## config.mk

```make
export PLATFORM = sky130hd
export DESIGN_NAME = flash_selfprog_fuse_readback
export DESIGN_NICKNAME = d
export VERILOG_FILES = /design/src/hdl/prog_timer.v /design/src/hdl/flash_selfprog_fuse_readback.v
export VERILOG_INCLUDE_DIRS = /design/src /design/src/hdl
export SDC_FILE = /design/constraint.sdc
export NUM_CORES = 1
export LEC_CHECK = 0
export ABC_AREA = 1
export CAP_MARGIN = 20
export CORE_MARGIN = 2
export CORE_UTILIZATION = 50
export CTS_CLUSTER_SIZE = 14
export DETAILED_ROUTE_END_ITERATION = 10
export DONT_BUFFER_PORTS = 1
export PLACE_DENSITY = 0.68
export SETUP_SLACK_MARGIN = 0.5
export SLEW_MARGIN = 10
export SYNTH_ARGS = -nofsm -noshare
export SYNTH_HDL_FRONTEND = slang
export SYNTH_SLANG_ARGS = --single-unit
```

## constraint.sdc

```tcl
create_clock -name mclk_in -period 2.5 [get_ports mclk_in]
set_input_delay 0.5 -clock mclk_in [delete_from_list [all_inputs] [get_ports mclk_in]]
set_output_delay 0.5 -clock mclk_in [all_outputs]
set_load 0.02 [all_outputs]
```

## src/hdl/flash_selfprog_defs.vh

```
// constants for the flash self-programming sequencer
// Summary of operation
// - flash program commands are refused while an eeprom write is busy
// - fuse and lock readback is blocked while an eeprom write is busy
// - pointer 0x0001 with readback armed returns lock bits on load
// - armed bits clear after readback, three idle load or four store cycles
// - with readback disarmed a load reads ordinary program memory
// - pointer 0x0000 with readback armed returns fuse low byte
// - pointer 0x0003 returns fuse high byte, bit n to bit n
// - pointer 0x0002 returns extended fuse byte
// - programmed bits read as zero, unprogrammed bits read as one
// - a flash write in progress completes even across reset
// - erase, write and lock write take 3.7 ms to 4.5 ms
// - during erase or write only the no-rww section is readable
// - erase or write to rww sets busy until a re-enable or a plain enable store clears it
`ifndef FLASH_SELFPROG_DEFS_VH
`define FLASH_SELFPROG_DEFS_VH
// ------------------------------------------------------------
// control register bit positions
// ------------------------------------------------------------
`define SPC_ENABLE_BIT 0
`define SPC_ERASE_BIT 1
`define SPC_WRITE_BIT 2
`define SPC_LOCKSET_BIT 3
`define SPC_REENABLE_BIT 4
`define SPC_BUSY_BIT 6
`define SPC_IE_BIT 7
`define SPC_RESET_VAL 8'h00
// ------------------------------------------------------------
// readback pointers
// ------------------------------------------------------------
`define PTR_FUSE_LOW 16'h0000
`define PTR_LOCK 16'h0001
`define PTR_FUSE_EXT 16'h0002
`define PTR_FUSE_HIGH 16'h0003
// ------------------------------------------------------------
// timing
// ------------------------------------------------------------
`define LOAD_WINDOW 3
`define STORE_WINDOW 4
`define CLK_KHZ 40000
`define PROG_TIME_MIN_US 3700
`define PROG_TIME_MAX_US 4500
`define PROG_CYCLES_MIN ((`PROG_TIME_MIN_US * `CLK_KHZ + 999) / 1000)
`define PROG_CYCLES_MAX ((`PROG_TIME_MAX_US * `CLK_KHZ) / 1000)
// default count sits inside the window, sized to the 18-bit timer
`define PROG_CYCLES_DEF 18'd150000
`endif

```

## src/hdl/prog_timer.v

```verilog
// programming duration timer, counts one flash operation
`timescale 1ns/10ps
`default_nettype none
module prog_timer #(
   parameter [17:0] PROG_CYCLES = 18'd160000
) (
   input wire mclk_in,
   input wire start_in,
   output reg busy_out,
   output reg done_out
);
   reg [17:0] count_q;
   // -----------------------------------------------
   // counter deliberately not reset so writes finish
   // -----------------------------------------------
   initial begin
      count_q = 18'h00000;
      busy_out = 1'b0;
      done_out = 1'b0;
   end
   always @(posedge mclk_in) begin
      done_out <= 1'b0;
      if (start_in && !busy_out) begin
         count_q <= PROG_CYCLES - 18'd1;
         busy_out <= 1'b1;
      end else if (busy_out) begin
         if (count_q == 18'h00000) begin
            busy_out <= 1'b0;
            done_out <= 1'b1;
         end else begin
            count_q <= count_q - 18'd1;
         end
      end
   end
endmodule
`default_nettype wire

```

## src/hdl/flash_selfprog_fuse_readback.v

```verilog
// flash self-programming sequencer with fuse and lock readback
`timescale 1ns/10ps
`default_nettype none
`include "flash_selfprog_defs.vh"
module flash_selfprog_fuse_readback #(
   parameter [17:0] PROG_CYCLES = `PROG_CYCLES_DEF
) (
   input wire mclk_in,
   input wire rst_in,
   input wire ctrl_wr_in,
   input wire [7:0] ctrl_wdata_in,
   input wire eeprom_write_busy_flag_in,
   input wire store_in,
   input wire load_in,
   input wire [15:0] zptr_in,
   input wire [7:0] r0_in,
   input wire rww_target_in,
   input wire fetch_rww_in,
   input wire [7:0] pm_rdata_in,
   input wire [7:0] lock_bits_in,
   input wire [7:0] fuse_low_byte_in,
   input wire [7:0] fuse_high_byte_in,
   input wire [7:0] fuse_extended_byte_in,
   output reg [7:0] ctrl_rdata_out,
   output reg [7:0] load_data_out,
   output reg load_valid_out,
   output reg fetch_allowed_out,
   output reg cpu_halt_out,
   output reg lock_wr_out,
   output reg [7:0] lock_wdata_out,
   output reg erase_out,
   output reg page_write_out
);
   localparam [3:0] ST_IDLE = 4'b0001;
   localparam [3:0] ST_ARMED = 4'b0010;
   localparam [3:0] ST_PROG = 4'b0100;
   localparam [3:0] ST_DONE = 4'b1000;
   reg [3:0] state_q;
   reg [4:0] cmd_q;
   reg ie_q;
   reg [2:0] win_q;
   reg rww_busy_flag_q;
   reg prog_rww_q;
   reg start_q;
   wire timer_busy;
   wire timer_done;
   wire lock_bit_set;
   wire self_program_enable;
   wire ctrl_wr_ok;
   wire readback;
   wire [4:0] new_cmd;
   reg [7:0] rb_data;
   assign self_program_enable = cmd_q[`SPC_ENABLE_BIT];
   assign lock_bit_set = cmd_q[`SPC_LOCKSET_BIT];
   assign new_cmd = ctrl_wdata_in[4:0];
   assign ctrl_wr_ok = ctrl_wr_in && !eeprom_write_busy_flag_in;
   assign readback = (state_q == ST_ARMED) && lock_bit_set &&
      self_program_enable && (win_q < `LOAD_WINDOW) &&
      !eeprom_write_busy_flag_in;
   // -----------------------------------------------
   // fuse and lock source select, bits passed as stored
   // -----------------------------------------------
   always @* begin
      case (zptr_in)
         `PTR_FUSE_LOW: rb_data = fuse_low_byte_in;
         `PTR_LOCK: rb_data = lock_bits_in;
         `PTR_FUSE_EXT: rb_data = fuse_extended_byte_in;
         `PTR_FUSE_HIGH: rb_data = fuse_high_byte_in;
         default: rb_data = 8'hff;
      endcase
   end
   // -----------------------------------------------
   // programming timer, survives reset
   // -----------------------------------------------
   prog_timer #(
      .PROG_CYCLES(PROG_CYCLES)
   ) u_timer (
      .mclk_in(mclk_in),
      .start_in(start_q),
      .busy_out(timer_busy),
      .done_out(timer_done)
   );
   // -----------------------------------------------
   // command sequencer
   // -----------------------------------------------
   always @(posedge mclk_in) begin
      start_q <= 1'b0;
      load_valid_out <= 1'b0;
      lock_wr_out <= 1'b0;
      erase_out <= 1'b0;
      page_write_out <= 1'b0;
      if (rst_in) begin
         state_q <= ST_IDLE;
         cmd_q <= 5'h00;
         ie_q <= 1'b0;
         win_q <= 3'h0;
         rww_busy_flag_q <= 1'b0;
         prog_rww_q <= 1'b0;
         load_data_out <= 8'h00;
         lock_wdata_out <= 8'hff;
      end else begin
         if (load_in) begin
            load_valid_out <= 1'b1;
            if (readback)
               load_data_out <= rb_data;
            else
               load_data_out <= pm_rdata_in;
         end
         case (state_q)
            ST_IDLE: begin
               if (ctrl_wr_ok) begin
                  ie_q <= ctrl_wdata_in[`SPC_IE_BIT];
                  if (new_cmd[`SPC_ENABLE_BIT]) begin
                     cmd_q <= new_cmd;
                     win_q <= 3'h0;
                     state_q <= ST_ARMED;
                  end
               end
            end
            ST_ARMED: begin
               win_q <= win_q + 3'h1;
               if (eeprom_write_busy_flag_in) begin
                  cmd_q <= 5'h00;
                  state_q <= ST_IDLE;
               end else if (readback && load_in) begin
                  cmd_q <= 5'h00;
                  state_q <= ST_IDLE;
               end else if (store_in && win_q < `STORE_WINDOW) begin
                  if (cmd_q[`SPC_ERASE_BIT] ||
                      cmd_q[`SPC_WRITE_BIT]) begin
                     start_q <= 1'b1;
                     erase_out <= cmd_q[`SPC_ERASE_BIT];
                     page_write_out <= cmd_q[`SPC_WRITE_BIT];
                     prog_rww_q <= rww_target_in;
                     if (rww_target_in)
                        rww_busy_flag_q <= 1'b1;
                     state_q <= ST_PROG;
                  end else if (lock_bit_set) begin
                     start_q <= 1'b1;
                     lock_wr_out <= 1'b1;
                     lock_wdata_out <= r0_in;
                     prog_rww_q <= 1'b0;
                     state_q <= ST_PROG;
                  end else begin
                     if (cmd_q[`SPC_REENABLE_BIT] && !timer_busy)
                        rww_busy_flag_q <= 1'b0;
                     else if (!cmd_q[`SPC_REENABLE_BIT])
                        rww_busy_flag_q <= 1'b0;
                     cmd_q <= 5'h00;
                     state_q <= ST_IDLE;
                  end
               end else if ((lock_bit_set &&
                  win_q >= `LOAD_WINDOW - 1) ||
                  win_q >= `STORE_WINDOW - 1) begin
                  cmd_q <= 5'h00;
                  state_q <= ST_IDLE;
               end
            end
            ST_PROG: begin
               if (timer_done)
                  state_q <= ST_DONE;
            end
            ST_DONE: begin
               cmd_q <= 5'h00;
               state_q <= ST_IDLE;
            end
            default: state_q <= ST_IDLE;
         endcase
      end
   end
   // -----------------------------------------------
   // status and fetch gating
   // -----------------------------------------------
   always @(posedge mclk_in) begin
      if (rst_in) begin
         ctrl_rdata_out <= `SPC_RESET_VAL;
         fetch_allowed_out <= 1'b1;
         cpu_halt_out <= 1'b0;
      end else begin
         ctrl_rdata_out <= {ie_q, rww_busy_flag_q, 1'b0, cmd_q};
         fetch_allowed_out <= !(fetch_rww_in &&
            (rww_busy_flag_q || timer_busy));
         cpu_halt_out <= timer_busy && !prog_rww_q &&
            (state_q == ST_PROG) && !lock_wr_out;
      end
   end
endmodule
`default_nettype wire

```

==> Word level (Yosys, flattened, before mapping) <==
Index checks and enable logic that the tools add are counted.
{ "totals": {"reg_bits": 66, "output_inout_bits": 30} }
{ "classes": {"add_sub_neg": 2, "order_cmp": 4, "n_eq_ne": 16, "n_mux": 37, "bitwise": 7, "reduce_logical": 40} }
{ "ops": {"columns": ["operator", "n"], "rows": [
  ["$mux 5", 8],
  ["$eq 16x2->1 const B", 2],
  ["$pmux 8 s4", 1],
  ["$mux 4", 7],
  ["$logic_not 18->1", 1],
  ["$sub 18x1->18 const B", 1],
  ["$eq 16x1->1 const B", 1],
  ["$logic_not 16->1", 1],
  ["$pmux 5 s3", 1],
  ["$logic_and 1x1->1", 14],
  ["$mux 1", 13],
  ["$mux 3", 4],
  ["$pmux 4 s3", 1],
  ["$reduce_and 6->1", 2],
  ["$reduce_or 6->1", 2],
  ["$ne 5x5->1 const B", 2],
  ["$reduce_and 5->1", 2],
  ["$mux 8", 1],
  ["$not 1->1", 7],
  ["$reduce_and 7->1", 1],
  ["$ge 3x2->1 const B", 2],
  ["$ne 2x2->1 const B", 3],
  ["$pmux 3 s2", 1],
  ["$logic_not 1->1", 5],
  ["18 further kinds", 23]
]} }

==> Longest topological paths before layout <==
{ "logic_depth": {"ltp_word": 9, "depth_mapped": 12} }

==> Cells and area by module <==
Synthesis repeated with hierarchy kept, for this count alone.
{ "unflattened": {"cells_unflattened": 532, "area_unflattened_um2": 3528.4} }
{ "modules_own_cells": {"columns": ["mod", "instances", "cells_each", "area_per_inst_um2", "seq_area_each_um2"], "rows": [
  ["flash_selfprog_fuse_readback", 1, 352, 2371.0, 900.9],
  ["prog_timer", 1, 180, 1157.4, 400.4]
]} }

==> Worst setup path after synthesis <==
Ideal clock, no wire load.
{ "synth_path": {"path_kind": "input-to-reg", "from": "in zptr_in[3]", "to": "reg load_data_out[0]", "t_arrival_ns": 1.455, "setup_slack_ns": 0.912, "path_stages": 7, "path_cell_list": "or2_1 nor2_1 nand2_1 nor2_2 nand2_1 o21bai_1 a21oi_1"} }
{ "synth_via": {"elab_chain_cells": 3, "word_cells_on_any_way": 6, "cone_classes": "3 x eq/ne; 2 x mux; 1 x reduce/logical"} }
{ "synth_rtl": {"columns": ["element", "line_no", "text"], "rows": [
  ["start: declaration", "flash_selfprog_fuse_readback.v:15", "input wire [15:0] zptr_in,"],
  ["$eq 16x2->1, or another cell as far along", "flash_selfprog_fuse_readback.v:64", "case (zptr_in)"],
  ["$pmux 8 s4 (*)", "flash_selfprog_fuse_readback.v:64", null],
  ["$mux 8 (*)", "flash_selfprog_fuse_readback.v:104", "if (readback)"],
  ["end signal: assignment", "flash_selfprog_fuse_readback.v:105", "load_data_out <= rb_data;"],
  ["end signal: assignment", "flash_selfprog_fuse_readback.v:107", "load_data_out <= pm_rdata_in;"],
  ["end: declaration", "flash_selfprog_fuse_readback.v:25", "output reg [7:0] load_data_out,"]
]} }
Mark *: on every way between the ends. The rest lies on a longest branch, timed or not.
A chain may end at the register's enable or synchronous reset.

==> Worst setup path after layout <==
{ "layout_path": {"from": "reg u_timer.count_q[0]", "to": "reg u_timer.count_q[13]"} }
{ "layout_via": {"elab_chain_cells": 3, "word_cells_on_any_way": 4, "cone_classes": "1 x add/sub; 1 x bitwise; 2 x reduce/logical"} }
{ "layout_rtl": {"columns": ["element", "line_no", "text"], "rows": [
  ["start: declaration", "prog_timer.v:12", "reg [17:0] count_q;"],
  ["start signal: assignment", "prog_timer.v:24", "count_q <= PROG_CYCLES - 18'd1;"],
  ["start signal: assignment", "prog_timer.v:31", "count_q <= count_q - 18'd1;"],
  ["parallel branches: the longest is 3 deep, another holds $sub 18x1->18", null, null]
]} }
Parallel ways; which one is timed is not known.

==> impl_metrics.ini <==
[status]
status = complete, no violations

[route]
drc = 0
antenna_left = 0
routed_wl_mm = 6.86
drtIter0Drc = 161
drt-pass1-iter-count = 4
maxUsedRoutingLayer = met4
viasPerCell = 5.31
vias = 2862
wl_met3_um = 368
avgRoutedWirePerCell_um = 12.7
drt-met1-wl_mm = 3.11
dr_wl_met2_mm = 3.27

[timing]
max_clock_freq_mhz = 552
fin_crit_ps = 1810
slew_headroom = 0.637
tns_ps = 0
rsz0062_at_grt = false
tightest_slew_ps = 543
hold_violations = 0
clock_skew_ps = 8.49
drv_slew = 0
finalSetupViolations = 0
fin_crit_sh = 0.725

[power_and_ir_drop]
p_sw_uw = 670
seq_power_share = 0.510
clkPwrFrac = 0.368
sw_frac_of_total = 0.295
p_int_mw = 1.60
powerDensity_nw_per_um2 = 655
ir_drop_v = 0.000504
power.leakage_nw = 1.55
comb_power_share = 0.122

[global_routing]
overflow = 0
track_usage = 0.208
grt_pass1_vias = 2750
antenna_found_initial = 0
grt_max_degree = 33
grt_first_pass_wirelength_mm = 12.0

[final_layout]
syn2layout_area_growth_pct = 7.64
diodes = 0
nets = 540
drive_gt1_frac = 0.0844
fin_cells = 539

[floorplanning]
core_um2 = 6280
ios = 110
rows = 29
initial_core_util = 0.514
dieHeight_um = 84.3
dieArea_um2 = 7110
die_x_um = 84.3

[hold_path]
hold_path_depth = 1
holdCritStartpoint = rst_in
hp-class = primary input to flip-flop

[cts]
post_cts_buffers = 0
cts-root-buf = clkbuf_8
clk_latency_ps = 350
clock_path_buffers = 2
htreeDepth = 3
clk_pin_slew_ps = 70
numCtsBuffers = 9
clock-sinks = 65
cts_tree = done
holdBufCountCts = 0

[worst_setup_path]
path_buf_inv = 2
cp_max_fo = 12
cp-startpoint = u_timer.count_q[0]
crit_type = flip-flop to flip-flop
arrival_ps = 2050
cp_cell_sequence = inv_1 -> ha_1 -> nand2_1 -> nor2_1 -> nand3_1 -> nand2_1 -> buf_4 -> nor2_1 -> nand3_1 -> nand2_1 -> nor2_1
start_kind = flip-flop
r2r_cells = 11
r2r-start = u_timer.count_q[0]
max_stage_delay_ps = 360
required_ps = 2740
cp_num_cells = 11
cp_slowest_cell = dfxtp_1
cp-end-kind = flip-flop
path_delay_family = simple AND/OR/NAND/NOR gates

[logic_synthesis]
synth_edf_count = 0
postSynthCellCount = 458
synth_area_leaders = dfxtp_1, nand2_1, nor2_1
synth_area_um2 = 3220
synth_top_area_share = 0.404
synth_most_common_cell = nand2_1
avgSynthCellArea_um2 = 7.04
ys_ff_latch = 65
synth.distinct_cells = 34
synth_flop_cell = dfxtp_1
yosysSeqAreaShare = 0.404
synthArstFlopShare = 0
syn-num-nets = 541
synth.largest_area_cell = dfxtp_1
ys_warn_count = 0
netlist_top_cells_count = nand2_1, nor2_1, dfxtp_1

[placed_design]
place_inst = 523
dp_hpwl_mm = 5.15
routabilityCongestion = 0.834
numPortBuffers = 0

[flow_run]
maxCapViolCount = 0
==> per-layer routing <==
metal,GRT usage,vias up
met5,0,-
met3,0.0728,10
li1,-,1510
met2,0.356,61
met4,0.0777,0
met1,0.239,1281
==> final cells by class <==
type	count	area (um^2)
Timing Repair Buffer	3	22.5
Sequential cell	65	1300
Clock inverter	5	37.5
Fill cell	656	2810
Clock buffer	11	151
Multi-Input combinational cell	327	1670
Inverter	51	195
Tap cell	77	96.3
==> worst paths after layout <==
kind                         end  slack (ps)
max          u_timer.count_q[13]         690
min                     win_q[1]         210
max reg2reg  u_timer.count_q[13]         690
min reg2reg    ctrl_rdata_out[7]         430
==> cell families (layout without fill, tap and decap cells) <==
kind of cell / after synthesis / count (layout) / synth area share
buffers and inverters: 66 / 70 / 0.0819
and+or+nand+nor: 257 / 257 / 0.381
DFF: 65 / 65 / 0.404
xor gates and xnor gates: 3 / 3 / 0.00815
AOI/OAI and AO/OA: 63 / 63 / 0.113
adders and majority gates: 3 / 3 / 0.0116
other: 1 / 1 / 0.00116
==> repair_timing <==
item	in CTS	in global routing
endpoints found under the hold margin	0	0
resized for setup	0	2
setup endpoints to repair	0	1
==> registers in the layout (all words and copies together) (netlist names) <==
signal / count
ie_q: 1
lock_wr_out: 1
erase_out: 1
cpu_halt_out: 1
win_q: 3
u_timer.done_out: 1
rww_busy_flag_q: 1
load_valid_out: 1
cmd_q: 5
ctrl_rdata_out: 7
start_q: 1
fetch_allowed_out: 1
u_timer.busy_out: 1
lock_wdata_out: 8
prog_rww_q: 1
u_timer.count_q: 18
state_q: 4
page_write_out: 1
load_data_out: 8
==> cells in the final DEF (no fill, tap or decap), types with 3 or more instances in the layout <==
| cell | count |
|---|---|
| nor3_1 | 5 |
| inv_1 | 47 |
| nand3b_1 | 3 |
| nand4_1 | 27 |
| o211ai_1 | 11 |
| buf_4 | 3 |
| nand3_1 | 44 |
| clkinvlp_4 | 3 |
| o21bai_1 | 8 |
| nor2_4 | 6 |
| dfxtp_1 | 65 |
| nor4_1 | 3 |
| nand2_1 | 89 |
| clkbuf_8 | 11 |
| nor2_1 | 67 |
| ha_1 | 3 |
| o21ai_0 | 21 |
| nand2_2 | 3 |
| a21oi_1 | 21 |
==> per-stage QoR <==
stage | hold slack (ps) | worst slack, ps | utilization | area [um^2] | total power [mW]
finish | 214 | 687 | 0.553 | 3470 | 2.27
detailed placement | 431 | 699 | 0.521 | 3270 | 1.46
floorplan | 410 | 912 | - | 3220 | 1.42
CTS | 190 | 679 | 0.552 | 3460 | 2.31
global placement | 421 | 732 | 0.521 | 3270 | 1.46
global route | 196 | 506 | 0.553 | 3470 | 2.39
==> power groups by stage <==
stage,clock network [mW],registers (mW),logic (mW)
5_1_grt,0.899,1.17,0.322
3_5_place_dp,0,1.18,0.277
2_1_floorplan,0,1.18,0.240
6_report,0.836,1.16,0.278
3_3_place_gp,0,1.18,0.271
4_1_cts,0.871,1.16,0.279
(Power assumes the default switching activity.)
